===== src/dht_pkg.sv =====
package dht_pkg;

	// Clock and tick timing
	localparam real CLK_PERIOD_NS = 10.0;
	localparam real TICK0_US      = 5.12;
	localparam real TICK1_US      = 100.0;
	localparam int  DIV12_CYC     = 12;
	localparam int  TICK0_CYC     = int'(TICK0_US * 1000.0 / CLK_PERIOD_NS);
	localparam int  TICK1_CYC     = int'(TICK1_US * 1000.0 / CLK_PERIOD_NS);
	localparam int  PRE_W         = 14;

	// Register addresses on the special function register port
	localparam logic [7:0] ADDR_CTRL    = 8'hC8;
	localparam logic [7:0] ADDR_CKSEL   = 8'hC9;
	localparam logic [7:0] ADDR_RELOAD_LO = 8'hCA;
	localparam logic [7:0] ADDR_RELOAD_HI = 8'hCB;
	localparam logic [7:0] ADDR_COUNT_LO  = 8'hCC;
	localparam logic [7:0] ADDR_COUNT_HI  = 8'hCD;

	// Reset values
	localparam logic [7:0] CTRL_RST  = 8'h00;
	localparam logic [7:0] CKSEL_RST = 8'h00;
	localparam logic [7:0] BYTE_RST  = 8'h00;
	localparam logic [7:0] BYTE_MAX  = 8'hFF;
	localparam logic [7:0] READ_ZERO = 8'h00;

	// Control register bit positions
	localparam int CTRL_HI_FLAG  = 7;
	localparam int CTRL_LO_FLAG  = 6;
	localparam int CTRL_LO_IEN   = 5;
	localparam int CTRL_SPLIT    = 4;
	localparam int CTRL_HI_CAP   = 3;
	localparam int CTRL_LO_CAP   = 2;
	localparam int CTRL_HI_RUN   = 1;
	localparam int CTRL_LO_RUN   = 0;

	// Clock select field positions (low bit of each two-bit field)
	localparam int CKS_T2_HI = 6;
	localparam int CKS_T2_LO = 4;
	localparam int CKS_T1_HI = 2;
	localparam int CKS_T1_LO = 0;

	// Clock source encodings
	localparam logic [1:0] CKS_SYS   = 2'h0;
	localparam logic [1:0] CKS_DIV12 = 2'h1;
	localparam logic [1:0] CKS_TICK0 = 2'h2;
	localparam logic [1:0] CKS_TICK1 = 2'h3;

endpackage : dht_pkg


===== src/dht_timer.sv =====
`timescale 1ns/10ps
`default_nettype none

module dht_timer #(
	parameter int unsigned TICK1_CYCLES = dht_pkg::TICK1_CYC
) (
	// Clock and reset
	input  wire logic       clk_sys,
	input  wire logic       rst_n,
	// Special function register port
	input  wire logic [7:0] sfr_addr,
	input  wire logic       sfr_wr,
	input  wire logic [7:0] sfr_wdata,
	input  wire logic       sfr_rd,
	output logic      [7:0] sfr_rdata,
	// Capture events, one-cycle pulses
	input  wire logic       capture_low_evt,
	input  wire logic       capture_high_evt,
	// Interrupt request
	output logic            timer_irq,
	// Clock fields for the second timer
	output logic      [1:0] second_timer_high_clock_sel,
	output logic      [1:0] second_timer_low_clock_sel
);

	// Pick the tick that matches a clock select field
	function automatic logic sel_tick(
		input logic [1:0] sel,
		input logic       t_div,
		input logic       t_p0,
		input logic       t_p1
	);
		logic r;
		r = 1'b1;
		unique case (sel)
			dht_pkg::CKS_SYS:   r = 1'b1;
			dht_pkg::CKS_DIV12: r = t_div;
			dht_pkg::CKS_TICK0: r = t_p0;
			dht_pkg::CKS_TICK1: r = t_p1;
		endcase
		return r;
	endfunction : sel_tick

	// Address compare for a write strobe
	function automatic logic wr_hit(
		input logic       wr,
		input logic [7:0] addr,
		input logic [7:0] target
	);
		return wr && (addr == target);
	endfunction : wr_hit

	// Terminal counts; the prescalers never stop, so a tick's phase is free
	localparam logic [dht_pkg::PRE_W-1:0] DIV_LAST =
		dht_pkg::PRE_W'(dht_pkg::DIV12_CYC - 1);
	localparam logic [dht_pkg::PRE_W-1:0] P0_LAST =
		dht_pkg::PRE_W'(dht_pkg::TICK0_CYC - 1);
	localparam logic [dht_pkg::PRE_W-1:0] P1_LAST =
		dht_pkg::PRE_W'(TICK1_CYCLES - 1);
	localparam logic [dht_pkg::PRE_W-1:0] PRE_ZERO = '0;
	localparam logic [dht_pkg::PRE_W-1:0] PRE_ONE  = dht_pkg::PRE_W'(1);

	// Prescaler state
	logic [dht_pkg::PRE_W-1:0] div_cnt_r, div_cnt_nxt;
	logic [dht_pkg::PRE_W-1:0] p0_cnt_r,  p0_cnt_nxt;
	logic [dht_pkg::PRE_W-1:0] p1_cnt_r,  p1_cnt_nxt;
	logic                      tick_div, tick_p0, tick_p1;

	// Timer state
	logic [7:0] ctrl_r,   ctrl_nxt;
	logic [7:0] cksel_r,  cksel_nxt;
	logic [7:0] rld_lo_r, rld_lo_nxt;
	logic [7:0] rld_hi_r, rld_hi_nxt;
	logic [7:0] cnt_lo_r, cnt_lo_nxt;
	logic [7:0] cnt_hi_r, cnt_hi_nxt;
	logic [7:0] rdata_r,  rdata_nxt;

	// Free-running prescalers; ticks are one-cycle pulses on terminal count
	always_comb begin
		tick_div    = (div_cnt_r == DIV_LAST);
		tick_p0     = (p0_cnt_r == P0_LAST);
		tick_p1     = (p1_cnt_r == P1_LAST);

		// Wrap to zero so each tick repeats with its exact period
		div_cnt_nxt = tick_div ? PRE_ZERO : div_cnt_r + PRE_ONE;
		p0_cnt_nxt  = tick_p0 ? PRE_ZERO : p0_cnt_r + PRE_ONE;
		p1_cnt_nxt  = tick_p1 ? PRE_ZERO : p1_cnt_r + PRE_ONE;
	end

	always_ff @(posedge clk_sys or negedge rst_n) begin
		if (!rst_n) begin
			div_cnt_r <= '0;
			p0_cnt_r  <= '0;
			p1_cnt_r  <= '0;
		end else begin
			div_cnt_r <= div_cnt_nxt;
			p0_cnt_r  <= p0_cnt_nxt;
			p1_cnt_r  <= p1_cnt_nxt;
		end
	end

	// Write strobes, one per mapped register
	logic wr_ctrl;
	logic wr_cksel;
	logic wr_rld_lo;
	logic wr_rld_hi;
	logic wr_cnt_lo;
	logic wr_cnt_hi;

	// Decoded control fields and selected ticks
	logic split;
	logic cap_lo;
	logic cap_hi;
	logic run_lo;
	logic run_hi;
	logic tk_lo;
	logic tk_hi;

	// Incremented counts with their carry out
	logic [15:0] wide;
	logic [16:0] wide_inc;
	logic [8:0]  lo_inc;
	logic [8:0]  hi_inc;

	// Flag set requests from counting and capture
	logic set_h;
	logic set_l;

	// Register strobes; the address only counts together with the write strobe
	always_comb begin
		wr_ctrl   = wr_hit(sfr_wr, sfr_addr, dht_pkg::ADDR_CTRL);
		wr_cksel  = wr_hit(sfr_wr, sfr_addr, dht_pkg::ADDR_CKSEL);
		wr_rld_lo = wr_hit(sfr_wr, sfr_addr, dht_pkg::ADDR_RELOAD_LO);
		wr_rld_hi = wr_hit(sfr_wr, sfr_addr, dht_pkg::ADDR_RELOAD_HI);
		wr_cnt_lo = wr_hit(sfr_wr, sfr_addr, dht_pkg::ADDR_COUNT_LO);
		wr_cnt_hi = wr_hit(sfr_wr, sfr_addr, dht_pkg::ADDR_COUNT_HI);
	end

	// Control fields; the high-half bits only matter once split
	always_comb begin
		split  = ctrl_r[dht_pkg::CTRL_SPLIT];
		cap_lo = ctrl_r[dht_pkg::CTRL_LO_CAP];
		cap_hi = ctrl_r[dht_pkg::CTRL_HI_CAP];
		run_lo = ctrl_r[dht_pkg::CTRL_LO_RUN];
		run_hi = ctrl_r[dht_pkg::CTRL_HI_RUN];
		tk_lo  = sel_tick(cksel_r[dht_pkg::CKS_T1_LO +: 2],
			tick_div, tick_p0, tick_p1);
		tk_hi  = sel_tick(cksel_r[dht_pkg::CKS_T1_HI +: 2],
			tick_div, tick_p0, tick_p1);
	end

	// Incremented values, worked out once for every mode
	always_comb begin
		wide     = {cnt_hi_r, cnt_lo_r};
		wide_inc = {1'b0, wide} + 17'h1;
		lo_inc   = {1'b0, cnt_lo_r} + 9'h1;
		hi_inc   = {1'b0, cnt_hi_r} + 9'h1;
	end

	// Counting, capture, flags and register writes
	always_comb begin
		// Default: hold every register, no flag set
		set_h      = 1'b0;
		set_l      = 1'b0;
		ctrl_nxt   = ctrl_r;
		cksel_nxt  = cksel_r;
		rld_lo_nxt = rld_lo_r;
		rld_hi_nxt = rld_hi_r;
		cnt_lo_nxt = cnt_lo_r;
		cnt_hi_nxt = cnt_hi_r;

		if (!split) begin
			// Wide: low-half controls govern all 16 bits
			// Timer mode reloads on the 16-bit wrap; capture mode free-runs
			if (run_lo && tk_lo) begin
				{cnt_hi_nxt, cnt_lo_nxt} = wide_inc[15:0];
				if (cap_lo) begin
					set_l = wide_inc[16];
				end else begin
					set_l = lo_inc[8];
					if (wide_inc[16]) begin
						set_h      = 1'b1;
						cnt_lo_nxt = rld_lo_r;
						cnt_hi_nxt = rld_hi_r;
					end
				end
			end

			// High capture select and run bit are ignored here
			if (cap_lo && capture_low_evt) begin
				rld_lo_nxt = cnt_lo_r;
				rld_hi_nxt = cnt_hi_r;
				set_h      = 1'b1;
			end
		end else begin
			// Split: each half on its own clock, mode and run bit
			// Low half counts on its own tick
			if (run_lo && tk_lo) begin
				cnt_lo_nxt = lo_inc[7:0];
				if (!cap_lo && lo_inc[8]) begin
					set_l      = 1'b1;
					cnt_lo_nxt = rld_lo_r;
				end
			end

			// Low capture copies the count as it stood before this edge
			if (cap_lo && capture_low_evt) begin
				rld_lo_nxt = cnt_lo_r;
				set_l      = 1'b1;
			end

			// High half wraps to zero in capture mode, reloads in timer mode
			if (run_hi && tk_hi) begin
				cnt_hi_nxt = hi_inc[7:0];
				if (hi_inc[8]) begin
					set_h = 1'b1;
					if (!cap_hi) begin
						cnt_hi_nxt = rld_hi_r;
					end
				end
			end

			// High capture only exists while split
			if (cap_hi && capture_high_evt) begin
				rld_hi_nxt = cnt_hi_r;
				set_h      = 1'b1;
			end
		end

		// Software writes win for data, but a hardware set beats a flag clear
		if (wr_ctrl) begin
			ctrl_nxt = sfr_wdata;
		end
		if (wr_cksel) begin
			cksel_nxt = sfr_wdata;
		end

		// Reload bytes take effect at once, even over a capture
		if (wr_rld_lo) begin
			rld_lo_nxt = sfr_wdata;
		end
		if (wr_rld_hi) begin
			rld_hi_nxt = sfr_wdata;
		end

		// Count bytes override a same-cycle increment or reload
		if (wr_cnt_lo) begin
			cnt_lo_nxt = sfr_wdata;
		end
		if (wr_cnt_hi) begin
			cnt_hi_nxt = sfr_wdata;
		end

		// Hardware only ever sets the flags here; a control write can clear them
		if (set_h) begin
			ctrl_nxt[dht_pkg::CTRL_HI_FLAG] = 1'b1;
		end
		if (set_l) begin
			ctrl_nxt[dht_pkg::CTRL_LO_FLAG] = 1'b1;
		end
	end

	always_ff @(posedge clk_sys or negedge rst_n) begin
		if (!rst_n) begin
			ctrl_r   <= dht_pkg::CTRL_RST;
			cksel_r  <= dht_pkg::CKSEL_RST;
			rld_lo_r <= dht_pkg::BYTE_RST;
			rld_hi_r <= dht_pkg::BYTE_RST;
			cnt_lo_r <= dht_pkg::BYTE_RST;
			cnt_hi_r <= dht_pkg::BYTE_RST;
		end else begin
			ctrl_r   <= ctrl_nxt;
			cksel_r  <= cksel_nxt;
			rld_lo_r <= rld_lo_nxt;
			rld_hi_r <= rld_hi_nxt;
			cnt_lo_r <= cnt_lo_nxt;
			cnt_hi_r <= cnt_hi_nxt;
		end
	end

	// Registered read data; unmapped addresses and idle cycles return zero
	always_comb begin
		rdata_nxt = dht_pkg::READ_ZERO;
		if (sfr_rd) begin
			// Reads have no side effect on any flag
			unique case (sfr_addr)
				dht_pkg::ADDR_CTRL:      rdata_nxt = ctrl_r;
				dht_pkg::ADDR_CKSEL:     rdata_nxt = cksel_r;
				dht_pkg::ADDR_RELOAD_LO: rdata_nxt = rld_lo_r;
				dht_pkg::ADDR_RELOAD_HI: rdata_nxt = rld_hi_r;
				dht_pkg::ADDR_COUNT_LO:  rdata_nxt = cnt_lo_r;
				dht_pkg::ADDR_COUNT_HI:  rdata_nxt = cnt_hi_r;
				default:                 rdata_nxt = dht_pkg::READ_ZERO;
			endcase
		end
	end

	always_ff @(posedge clk_sys or negedge rst_n) begin
		if (!rst_n) begin
			rdata_r <= dht_pkg::READ_ZERO;
		end else begin
			rdata_r <= rdata_nxt;
		end
	end

	// Read data straight from its flop
	assign sfr_rdata = rdata_r;

	// Request is plain logic on the flags, so it drops with a clear at once
	assign timer_irq = ctrl_r[dht_pkg::CTRL_HI_FLAG] |
		(ctrl_r[dht_pkg::CTRL_LO_FLAG] & ctrl_r[dht_pkg::CTRL_LO_IEN]);

	// Second timer fields are only stored here and passed on
	assign second_timer_high_clock_sel = cksel_r[dht_pkg::CKS_T2_HI +: 2];
	assign second_timer_low_clock_sel  = cksel_r[dht_pkg::CKS_T2_LO +: 2];

endmodule : dht_timer

`default_nettype wire


===== config.mk =====
export PLATFORM = sky130hd
export DESIGN_NAME = dht_timer
export DESIGN_NICKNAME = d
export VERILOG_FILES = /design/src/dht_pkg.sv /design/src/dht_timer.sv
export SDC_FILE = /design/constraint.sdc
export NUM_CORES = 1
export LEC_CHECK = 0
export BUFFER_PORTS_ARGS = -buffer_cell sky130_fd_sc_hd__buf_2
export CORE_ASPECT_RATIO = 1.25
export CORE_MARGIN = 2
export CORE_UTILIZATION = 60
export CTS_BUF_LIST = sky130_fd_sc_hd__clkbuf_2
export DETAILED_ROUTE_END_ITERATION = 10
export PLACE_DENSITY = 0.76
export SETUP_SLACK_MARGIN = 0.2
export SYNTH_ARGS = -nofsm -noshare
export SYNTH_HDL_FRONTEND = slang
export SYNTH_SLANG_ARGS = --single-unit

===== constraint.sdc =====
create_clock -name clk_sys -period 5.4 [get_ports clk_sys]
set_input_delay 1.35 -clock clk_sys [delete_from_list [all_inputs] [get_ports clk_sys]]
set_output_delay 1.35 -clock clk_sys [all_outputs]
set_load 0.02 [all_outputs]

# [Word-level counts from Yosys, hierarchy flattened]
# Index checks and enable logic that the tools add are counted.
# Widths: inputs -> output; s select.
[word_totals] regBits=98 elab_cells=104 output_inout_bits=13 in_bits=22
[classes] eq_ne=17 muxes=45 add_sub_neg=6 reduce_logical=22 bitwise_logic=2
[op_table] op="$mux 8" count=23
[op_table] op="$eq 8x8->1 const B" count=6
[op_table] op="$pmux 8 s6" count=1
[op_table] op="$add 14x1->14 const B" count=3
[op_table] op="$mux 14" count=3
[op_table] op="$add 8x1->9 const B" count=2
[op_table] op="$add 16x1->17 const B" count=1
[op_table] op="$mux 1" count=16
[op_table] op="$eq 14x14->1 const B" count=1
[op_table] op="$eq 14x4->1 const B" count=1
[op_table] op="$eq 14x9->1 const B" count=1
[op_table] op="$logic_and 1x1->1" count=11
[op_table] op="$eq 2x2->1 const B" count=4
[op_table] op="$pmux 1 s4" count=2
[op_table] op="$reduce_bool 2->1" count=4
[op_table] op="$ne 3x1->1 const B" count=2
[op_table] op="$reduce_bool 3->1" count=2
[op_table] op="$eq 2x1->1 const B" count=2
[op_table] op="$logic_not 2->1" count=2
[op_table] op="$reduce_and 2->1" count=2
[op_table] op="$and 1x1->1" count=1
[op_table] op="$logic_not 1->1" count=1
[op_table] op="$or 1x1->1" count=1

# [Longest topological paths before layout]
# Gate-level depths: netlist (run 1).
[depth] word_depth=7 depth_mapped=9 depth_no_buf=8

# [Least setup slack after synthesis (run 1)]
# Ideal clock, no wire load.
[synth_path] path_kind="input to register" from="in sfr_addr[6]" to="reg rld_hi_r[6]" path_buffers=2 arrival_time_ps=2997 path_slack_ps=2265 stages=9 path_cell_list="nand3_1 > or3_1 > nor2_1 > and2_1 > clkbuf_1 > nand3_1 > clkbuf_1 > nor2_1 > a21oi_1"
[synth_between] elab_chain_len=4
[synth_lines] element="from (decl)" line="dht_timer.sv:11" text="input wire logic [7:0] sfr_addr,"
[synth_lines] element="$eq 8x8->1 *" line="dht_timer.sv:50" text="return wr && (addr == target);"
[synth_lines] element="$logic_and 1x1->1 *" line="dht_timer.sv:50"
[synth_lines] element="$ne 3x1->1 (no source line) or $reduce_bool 3->1 (tied branches)"
[synth_lines] element="$reduce_and 2->1 (no source line)"
[synth_lines] element="to (signal assigned)" line="dht_timer.sv:268" text="rld_hi_r <= dht_pkg::BYTE_RST;"
[synth_lines] element="to (signal assigned)" line="dht_timer.sv:275" text="rld_hi_r <= rld_hi_nxt;"
[synth_lines] element="to (decl)" line="dht_timer.sv:73" text="logic [7:0] rld_hi_r, rld_hi_nxt;"
# Every way passes the cells marked *; elsewhere a longest branch is shown, timed or not.
# A chain may end at the register's enable or synchronous reset.

# [Final worst setup path (run 1)]
[layout_path] from="reg p0_cnt_r[11] in the netlist's numbering" to="reg cnt_hi_r[0]"
[layout_between] elab_chain_len=5
[layout_lines] element="from (decl)" line="dht_timer.sv:65" text="logic [dht_pkg::PRE_W-1:0] p0_cnt_r, p0_cnt_nxt;"
[layout_lines] element="from (signal assigned)" line="dht_timer.sv:97" text="p0_cnt_r <= p0_cnt_nxt;"
[layout_lines] element="$eq 14x9->1 *" line="dht_timer.sv:81" text="tick_p0 = (p0_cnt_r == P0_LAST);"
[layout_lines] element="$pmux 1 s4" line="dht_timer.sv:35" text="unique case (sel)"
[layout_lines] element="$logic_and 1x1->1, on equally long branches" line="dht_timer.sv:213, dht_timer.sv:175"
[layout_lines] element="$ne 3x1->1 (no source line) or $reduce_bool 3->1 (tied branches)"
[layout_lines] element="$reduce_and 2->1 (no source line) *"
[layout_lines] element="to (signal assigned)" line="dht_timer.sv:270" text="cnt_hi_r <= dht_pkg::BYTE_RST;"
[layout_lines] element="to (signal assigned)" line="dht_timer.sv:277" text="cnt_hi_r <= cnt_hi_nxt;"
[layout_lines] element="to (decl)" line="dht_timer.sv:75" text="logic [7:0] cnt_hi_r, cnt_hi_nxt;"
# Marks and branches as above.

==> impl_results.md, run 1 <==
* Placed Area at 5650 µm²
* Iter 0 DRT Violations at 269
* Clock tree buffer depth at 2
* Final WL at 12.5 mm
* Library cells used by synthesis at 53
* Initial antenna violation count at 0
* Syn avg cell area at 9.73 µm²
* Placed cells at 687
* Standard-cell rows at 38
* Fin Clk Skew at 36.6 ps
* Area of the die at 9880 µm²
* Critical path required time at 5950 ps
* Warnings from Yosys at 0
* Commonest non-fill, non-tap cell in the layout: dfrtp_1
* Status: completed
* Max-Cap Viols at 0
* Total power divided by cell area at 300 nW/µm²
* Routed vias at 4331
* Top cell type's share of synthesized area at 44.9%
* Core area at 8750 µm²
* Slew margin rel. at 36.2%
* # IOs at 35
* Synth area leaders: dfrtp_1 45%, mux2i_1 7.3%, nand2_1 4.3%, xnor2_1 4.3%, nor2_1 3.8%
* Number of buffers created by CTS at 9
* Met3 Wirelength at 673 µm
* Global-route wire length before repair at 20.9 mm
* Biggest regs: div_cnt_r (14), p0_cnt_r (14), p1_cnt_r (14)
* Post-DP HPWL at 8.97 mm
* All-layer global routing usage at 27.3%
* CP arrival at 3790 ps
* Number of global-route vias before repair at 4367
* Setup violations, final at 0
* CTS root buffer: clkbuf_2
* Gr ovfl total at 0
* Type of destination of the critical path: register
* Hold Vio Cnt, Final at 0
* DRC Markers at 0
* Post-Route Setup TNS at 0 ps
* Seq/Total Area, Yosys at 44.9%
* Area delta synth->final at 5.14%
* Commonest non-fill, non-tap cells in the layout: 98 x dfrtp_1, 63 x nand2_1, 55 x nor2_1, 40 x mux2i_1, 33 x buf_2
* Fill cell count at 739
* Period utilisation layout at 59.9%
* Die Span X at 89.3 µm
* Final WS setup at 2160 ps
* IO buf count at 34
* CTS H-tree depth at 3
* Worst Tran Pin Value at 956 ps
* ANT nets after route at 0
* Flops & latches, synth at 98
* Clk_lat worst skew at 590 ps
* Met1 Wirelength at 5.04 mm
* EDFF count, synth at 0
* Fmax at 309 MHz
* Final Max Slew Viols at 0
* Largest net degree at the start of global routing at 63
* Nets@finish at 605
* Startpoint types: register
* Crit-path max FO at 15
* CTS tree: yes
* Postcts setup bufs at 0
* Reg clk slew, reported paths at 270 ps
* Setup Crit Path Kind: reg2reg
* Fin util at 65.6%
* CTS hold repair buffers at 0
* Routed len/inst at 17.8 µm
* Min Clock Period, post-route at 3240 ps
* Commonest register cell after synthesis: dfrtp_1
* Fin area at 5740 µm²
* ANT cells at 0
* Non-filler cells, final at 703
* RSZ-0062 raised after global routing: no
* Pleak at 2.57 nW
* DIE HEIGHT at 111 µm
* Final GP Congestion at 0.909
* Initial Utilization at 62.4%
* Post-CTS Resized at 0
* Fraction of registers with async set/reset at 100%
* Syn nets at 588
* Final hold slack at 478 ps
* Hold WC Path Type: reg2reg
* Vias per cell at 6.16
* Post-synthesis cell area at 5460 µm²
* Area leader, netlist: dfrtp_1
* Cells after Synth at 561
* Max Used Layer: met4
* TritonCTS Sinks at 98
* Worst slack, placed at 1950 ps
* Overall power at 1.72 mW
* Drt pass-1 iters at 5
* WL met2 at 6.17 mm
* Worst IR Drop VDD at 0.210 mV
* Layout cells sized above 1 at 13.6%
-- routing by layer --
layer / vias up / GRT usage [%]
met5: - / 0
met4: 0 / 13.2
met3: 56 / 4.93
met2: 172 / 45.4
met1: 2088 / 33.3
li1: 2015 / -
-- path summary, 6_finish.rpt --
check                                       start                      end  slack [ps]  cells past startpoint
setup / recovery           p0_cnt_r[11]$_DFF_PN0_  cnt_hi_r[0]$_DFFE_PN0P_        2160                      7
hold / removal              p1_cnt_r[0]$_DFF_PN0_    p1_cnt_r[0]$_DFF_PN0_         480                      1
setup reg to reg           p0_cnt_r[11]$_DFF_PN0_  cnt_hi_r[0]$_DFFE_PN0P_        2160                      7
hold reg to reg             p1_cnt_r[0]$_DFF_PN0_    p1_cnt_r[0]$_DFF_PN0_         480                      1
max in group asynchronous                   rst_n  cnt_lo_r[7]$_DFFE_PN0P_        3640                      2
min in group asynchronous                   rst_n   div_cnt_r[5]$_DFF_PN0_         780                      1
-- layout make-up --
class | instances | area [µm²] | share of cell area [%]
Sequential cell | 98 | 2450 | 42.7
Clock inverter | 6 | 33.8 | 0.589
Clock buffer | 10 | 50.0 | 0.872
Inverter | 6 | 22.5 | 0.392
Multi-Input combinational cell | 427 | 2840 | 49.5
Tap cell | 120 | 150 | 2.62
Timing Repair Buffer | 36 | 188 | 3.27
-- critical path: stages (launching register included) --
cell and delay [ps]:
dfrtp_1 470, or4b_1 580, nor4b_4 530, mux2i_2 180, a21oi_4 440, a21o_1 510, mux2_1 380, o21ai_1 110
-- cells in the mapped netlist (2+ instances only) --
master    number
xor2_1        16
mux2_2        18
buf_4          5
nand2_1       63
clkbuf_1      18
a21o_1         5
a31oi_1        4
inv_1          6
o21ai_1       17
nand3_1       26
a22oi_1        3
a21boi_0       4
buf_1          4
mux4_2         5
buf_2          2
a31o_2         2
dfrtp_1       98
xnor2_1       27
nor2b_1        5
and2_1        11
o21ai_0       17
nand4b_1       4
or3_1          4
nor4_1         6
mux2i_1       40
a21oi_1       28
and4_1         2
o211ai_1       3
and3_1        15
nand2b_1       3
nand4_1       11
nor2_1        55
ha_1           5
nor3_1        10
-- logic make-up (layout without fill, tap and decap cells) --
| kind of cell | after synthesis | in the layout | synth area share, % |
|---|---|---|---|
| multiplexers | 65 | 65 | 13.6 |
| AND/OR/NAND/NOR | 223 | 223 | 20.5 |
| buffers and inverters | 36 | 58 | 3.00 |
| AO/OA/AOI/OAI | 91 | 91 | 9.90 |
| adder cells (fa/ha/maj) | 5 | 5 | 1.15 |
| flip-flops | 98 | 98 | 44.9 |
| XOR/XNOR | 43 | 43 | 6.90 |
-- where the power goes --
part           switching (mW)  internal (mW)
logic                   0.214          0.198
clock network           0.246         0.0593
registers               0.174          0.828
(Power assumes the default switching activity.)
==> run 2, diff against run 1 <==
CORE_UTILIZATION = 57   (was 60)
clock period = 2.9 ns   (was 5.4 ns; I/O delays follow)
==> run 2 against run 1 <==
Cell count rose by 2.1%. Worst setup slack got worse by 1800 ps. Clock skew fell by 4.5 ps. Non-clock buffer count up 12. Worst hold slack worse by 94 ps. Global-route usage shrank 0.34 points. Routed wire length is 4.1% higher. Count of clock-buffer cells in the layout shrank 1. Combinational power up 91%.
==> impl_results.md, run 2 (synthesized netlist as in run 1, its figures left out) <==
* Status: completed (unchanged)
* IO buf count at 34 (unchanged)
* Final WL at 13.0 mm (was 12.5 mm)
* Placed cells at 701 (was 687)
* Min Clock Period, post-route at 2570 ps (was 3240 ps)
* Reg2Reg Launch Point: p0_cnt_r[9]$_DFF_PN0_ (was p0_cnt_r[11]$_DFF_PN0_)
* Area of the die at 10400 µm² (was 9880 µm²)
* Worst Tran Pin Value at 568 ps (was 956 ps)
* Drt pass-1 iters at 5 (unchanged)
* Worst slack, placed at 283 ps (was 1950 ps)
* Total power divided by cell area at 567 nW/µm² (was 300 nW/µm²)
* Max incr delay on CP at 570 ps (was 580 ps)
* Multi-input gate area at 2850 µm² (was 2840 µm²)
* Reg clk slew, reported paths at 290 ps (was 270 ps)
* WP depth at 8 (was 7)
* Gr ovfl total at 0 (unchanged)
* Delay-heaviest family, CP: simple AND/OR/NAND/NOR gates (unchanged)
* Biggest regs: div_cnt_r (14), p0_cnt_r (14), p1_cnt_r (14) (unchanged)
* CTS tree: yes (unchanged)
* Fin util at 63.9% (was 65.6%)
* Startpoint types: register (unchanged)
* Clk_lat worst skew at 580 ps (was 590 ps)
* Type of destination of the critical path: register (unchanged)
* Pleak at 2.64 nW (was 2.57 nW)
* DRC Markers at 0 (unchanged)
* ANT cells at 0 (unchanged)
* Die Span X at 91.5 µm (was 89.3 µm)
* DIE HEIGHT at 113 µm (was 111 µm)
* R2R depth at 8 (was 7)
* Critical path required time at 3370 ps (was 5950 ps)
* CP arrival at 3030 ps (was 3790 ps)
* Slew margin rel. at 62.1% (was 36.2%)
* Core area at 9220 µm² (was 8750 µm²)
* Fin Clk Skew at 32.1 ps (was 36.6 ps)
* Final WS setup at 335 ps (was 2160 ps)
* Initial Utilization at 59.2% (was 62.4%)
* RSZ-0062 raised after global routing: no (unchanged)
* Critical path origin: p0_cnt_r[9]$_DFF_PN0_ (was p0_cnt_r[11]$_DFF_PN0_)
* Largest net degree at the start of global routing at 68 (was 63)
* Slowest CP cell: or4b_1 (unchanged)
* Clock tree buffer depth at 2 (unchanged)
* Post-DP HPWL at 9.40 mm (was 8.97 mm)
* Setup Crit Path Kind: reg2reg (unchanged)
* Crit path buf inv count at 1 (was 0)
* Layout cells sized above 1 at 15.6% (was 13.6%)
* Period utilisation layout at 88.5% (was 59.9%)
* Setup violations, final at 0 (unchanged)
* ANT nets after route at 0 (unchanged)
* Hold depth at 3 (was 1)
* Routed len/inst at 18.1 µm (was 17.8 µm)
* Final Max Slew Viols at 0 (unchanged)
* Hold Vio Cnt, Final at 0 (unchanged)
* Area delta synth->final at 7.96% (was 5.14%)
* Commonest non-fill, non-tap cell in the layout: dfrtp_1 (unchanged)
* Worst IR Drop VDD at 0.436 mV (was 0.210 mV)
* Commonest non-fill, non-tap cells in the layout: 98 x dfrtp_1, 63 x nand2_1, 55 x nor2_1, 40 x mux2i_1, 33 x buf_2 (unchanged)
* Fmax at 390 MHz (was 309 MHz)
* Number of buffers created by CTS at 9 (unchanged)
* All-layer global routing usage at 27.0% (was 27.3%)
* Hold WC Path Type: in2reg (was reg2reg)
* Iter 0 DRT Violations at 295 (was 269)
* TritonCTS Sinks at 98 (unchanged)
* Post-Route Setup TNS at 0 ps (unchanged)
* Nets@finish at 617 (was 605)
* CTS H-tree depth at 3 (unchanged)
* Fill cell count at 775 (was 739)
* # IOs at 35 (unchanged)
* Routed vias at 4361 (was 4331)
* Vias per cell at 6.07 (was 6.16)
* Crit-path max FO at 7 (was 15)
* Max-Cap Viols at 0 (unchanged)
* Final GP Congestion at 0.919 (was 0.909)
* Non-filler cells, final at 718 (was 703)
* Global-route wire length before repair at 22.0 mm (was 20.9 mm)
* Standard-cell rows at 39 (was 38)
* Postcts setup bufs at 0 (unchanged)
* Critical path, cell by cell: or4b_1, nor4b_4, mux2i_2, a21oi_4, a21o_1, buf_4, mux2i_1, o21ai_1 (was or4b_1, nor4b_4, mux2i_2, a21oi_4, a21o_1, mux2_1, o21ai_1)
* CTS root buffer: clkbuf_2 (unchanged)
* HP Start: sfr_wdata[7] (was p1_cnt_r[0]$_DFF_PN0_)
* Initial antenna violation count at 0 (unchanged)
* Number of global-route vias before repair at 4392 (was 4367)
* FF/Latch Area at 2450 µm² (unchanged)
[run 2: cell type report]
class | count | area share, %
flip-flops and latches | 98 | 41.6
clock inverters | 7 | 1.32
clock buffers | 9 | 0.764
repair buffers | 48 | 4.97
inverters | 6 | 0.382
multi-input cells | 427 | 48.3
well taps | 123 | 2.61
[run 2: path summary, 6_finish.rpt]
kind,to,slack [ps]
setup / recovery,cnt_hi_r[1]$_DFFE_PN0P_,330
hold / removal,cnt_hi_r[7]$_DFFE_PN0P_,380
setup reg to reg,cnt_hi_r[1]$_DFFE_PN0P_,330
hold reg to reg,p0_cnt_r[0]$_DFF_PN0_,480
max in group asynchronous,p0_cnt_r[12]$_DFF_PN0_,1620
min in group asynchronous,div_cnt_r[5]$_DFF_PN0_,580
[run 2: report_power, final]
| group | total, mW | internal [mW] | switching [mW] |
|---|---|---|---|
| sequential | 1.86 | 1.54 | 0.314 |
| clock | 0.697 | 0.207 | 0.490 |
| combinational | 0.787 | 0.377 | 0.410 |
[run 2: worst min-delay path, cell delays in order]
cell and delay (ps):
buf_2 140, nand2_1 60, o21ai_1 50
[run 2: per-layer routing]
metal	part of all wire (%)	up-vias	track usage, %
met5	0	-	0
met4	5.1	0	13.8
met3	5.1	44	5.09
met2	50	150	45.3
met1	40	2130	33.3
li1	-	2037	-
[run 2: metrics by stage]
step | cell area [µm²] | hold slack (ps) | power [mW]
6_report | 5890 | 384 | 3.34
2_1_floorplan | 5460 | 425 | 2.37
3_3_place_gp | 5750 | 437 | 2.60
4_1_cts | 5880 | 6.95 | 3.33
3_5_place_dp | 5750 | 462 | 2.64
5_1_grt | 5890 | 357 | 3.53
[run 2: repair_timing]
action / 4_1_cts / 5_1_grt
endpoints found under the setup margin: 0 / 1
gates resized for setup: 0 / 1
hold buffers: 0 / 1
endpoints found under the hold margin: 0 / 1
==> run 3, diff against run 2 <==
CORE_UTILIZATION = 45   (was 57)
PLACE_DENSITY = 0.59   (was 0.76)
clock period = 3.1 ns   (was 2.9 ns; I/O delays follow)
==> run 3 against run 2 <==
Maximum frequency is 0.34% higher. Utilization down 14 points. Worst hold slack better by 59 ps. Final area up 1.8%. Sequential power decreased by 8%. Cell count rose by 7.0%. Combinational power fell by 5.6%. Sequential cell count unchanged. Worst setup slack better by 210 ps. Global-route usage decreased by 4.6 points. Clock skew shrank 5.3 ps. Highest routed layer unchanged.
==> impl_results.md, run 3 (synthesized netlist as in run 1, its figures left out) <==
* All-layer global routing usage at 22.4% (was 27.0%)
* Largest net degree at the start of global routing at 75 (was 68)
* Max-Cap Viols at 0 (unchanged)
* Reg-to-reg slack, setup at 540 ps (was 330 ps)
* CTS H-tree depth at 3 (unchanged)
* Placed cells at 750 (was 701)
* Final hold slack at 444 ps (was 384 ps)
* Reg2Reg Launch Point: p0_cnt_r[11]$_DFF_PN0_ (was p0_cnt_r[9]$_DFF_PN0_)
* Postcts setup bufs at 0 (unchanged)
* Pleak at 2.68 nW (was 2.64 nW)
* IO buf count at 34 (unchanged)
* Die Span X at 103 µm (was 91.5 µm)
* Layout cells sized above 1 at 16.6% (was 15.6%)
* Placed Area at 5860 µm² (was 5750 µm²)
* Initial Utilization at 45.5% (was 59.2%)
* Critical path required time at 3660 ps (was 3370 ps)
* Worst Tran Pin Value at 701 ps (was 568 ps)
* Final Max Slew Viols at 0 (unchanged)
* Fin util at 50.0% (was 63.9%)
* Overall power at 3.13 mW (was 3.34 mW)
* Iter 0 DRT Violations at 223 (was 295)
* Min Clock Period, post-route at 2560 ps (was 2570 ps)
* Post-DP HPWL at 10.0 mm (was 9.40 mm)
* Commonest non-fill, non-tap cell in the layout: dfrtp_1 (unchanged)
* CTS hold repair buffers at 0 (unchanged)
* Clock tree buffer depth at 2 (unchanged)
* Drt pass-1 iters at 5 (unchanged)
* Fin Clk Skew at 26.8 ps (was 32.1 ps)
* R2r endpoint: cnt_hi_r[0]$_DFFE_PN0P_ (was cnt_hi_r[1]$_DFFE_PN0P_)
* Routed len/inst at 18.0 µm (was 18.1 µm)
* Period utilisation layout at 82.5% (was 88.5%)
* Fmax at 391 MHz (was 390 MHz)
* RSZ-0062 raised after global routing: no (unchanged)
* Vias per cell at 5.61 (was 6.07)
* Hold WC Path Type: in2reg (unchanged)
* Routed vias at 4309 (was 4361)
* Hold Vio Cnt, Final at 0 (unchanged)
* Setup violations, final at 0 (unchanged)
* Fin area at 6000 µm² (was 5890 µm²)
* Gr ovfl total at 0 (unchanged)
* CP arrival at 3120 ps (was 3030 ps)
* Startpoint types: register (unchanged)
* Non-filler cells, final at 768 (was 718)
* Post-Route Setup TNS at 0 ps (unchanged)
* Worst slack, placed at 573 ps (was 283 ps)
* Number of global-route vias before repair at 4214 (was 4392)
* ANT nets after route at 0 (unchanged)
* Number of buffers created by CTS at 9 (unchanged)
* HP Start: sfr_wdata[0] (was sfr_wdata[7])
* Core area at 12000 µm² (was 9220 µm²)
* Post-CTS Resized at 0 (unchanged)
* FF/Latch Area at 2450 µm² (unchanged)
* Clk_lat worst skew at 600 ps (was 580 ps)
* Commonest non-fill, non-tap cells in the layout: 98 x dfrtp_1, 63 x nand2_1, 55 x nor2_1, 40 x mux2i_1, 33 x buf_2 (unchanged)
* Final GP Congestion at 0.899 (was 0.919)
* Area of the die at 13000 µm² (was 10400 µm²)
* Multi-input gate area at 2840 µm² (was 2850 µm²)
* R2R depth at 8 (unchanged)
* Standard-cell rows at 45 (was 39)
* Fill cell count at 1132 (was 775)
* TritonCTS Sinks at 98 (unchanged)
* DIE HEIGHT at 127 µm (was 113 µm)
* Worst IR Drop VDD at 0.253 mV (was 0.436 mV)
* Area delta synth->final at 9.88% (was 7.96%)
* Nets@finish at 625 (was 617)
* Slew margin rel. at 52.8% (was 62.1%)
* Final WS setup at 544 ps (was 335 ps)
* Status: completed (unchanged)
* Reg clk slew, reported paths at 280 ps (was 290 ps)
* DRC Markers at 0 (unchanged)
* CTS tree: yes (unchanged)
* Hold depth at 3 (unchanged)
* Global-route wire length before repair at 22.5 mm (was 22.0 mm)
* # IOs at 35 (unchanged)
* Final WL at 13.9 mm (was 13.0 mm)
* Type of destination of the critical path: register (unchanged)
* Total power divided by cell area at 522 nW/µm² (was 567 nW/µm²)
* Setup Crit Path Kind: reg2reg (unchanged)
* Hold EP: cnt_hi_r[0]$_DFFE_PN0P_ (was cnt_hi_r[7]$_DFFE_PN0P_)
* Biggest regs: div_cnt_r (14), p0_cnt_r (14), p1_cnt_r (14) (unchanged)
* Crit-path max FO at 8 (was 7)
* CTS root buffer: clkbuf_2 (unchanged)
* Initial antenna violation count at 1 (was 0)
==> run 3: cell types whose count changed in the layout (fill, tap and decap cells not counted) <==
cell | before | now
diode_2 | 0 | 1
nor4_1 | 5 | 6
clkinv_2 | 0 | 1
buf_4 | 13 | 21
nor4_2 | 1 | 0
clkinvlp_4 | 2 | 1
clkinv_4 | 1 | 0
inv_6 | 1 | 2
==> run 3: layout make-up <==
type	count	share of cell area, %
repair buffers	56	5.88
clock inverters	7	1.25
well taps	164	3.42
flip-flops and latches	98	40.9
multi-input cells	427	47.4
diodes	1	0.0417
clock buffers	9	0.751
inverters	6	0.376
==> run 3: worst max-delay path by stage <==
stage	from	endpoint
2_1_floorplan	sfr_addr[6]	rld_hi_r[6]$_DFFE_PN0P_
3_3_place_gp	sfr_addr[6]	cnt_hi_r[5]$_DFFE_PN0P_
3_5_place_dp	sfr_addr[6]	sfr_rdata[5]$_DFF_PN0_
4_1_cts	p1_cnt_r[6]$_DFF_PN0_	cnt_lo_r[0]$_DFFE_PN0P_
5_1_grt	cnt_hi_r[0]$_DFFE_PN0P_	cnt_hi_r[0]$_DFFE_PN0P_
6_report	p0_cnt_r[11]$_DFF_PN0_	cnt_hi_r[0]$_DFFE_PN0P_
==> run 3: layer usage <==
metal	share of wire (%)	up-vias	global-route usage, %
met5	0	-	0
met4	1.8	0	6.98
met3	4.4	19	3.45
met2	49	122	35.9
met1	45	2111	31.2
li1	-	2057	-
==> run 3: report_power, final <==
group	switching [mW]	internal [mW]	total, mW	leakage, nW
registers	0.272	1.44	1.72	1.24
clock network	0.476	0.194	0.670	0.0723
logic	0.391	0.353	0.743	1.37
==> run 3: worst max-delay path, stage by stage, from the launching register on <==
cell	delay, ps
dfrtp_1	490
or4b_1	590
nor4b_4	330
nand2_1	90
a31oi_1	270
a21o_1	120
buf_4	200
mux2_1	330
o21ai_1	110
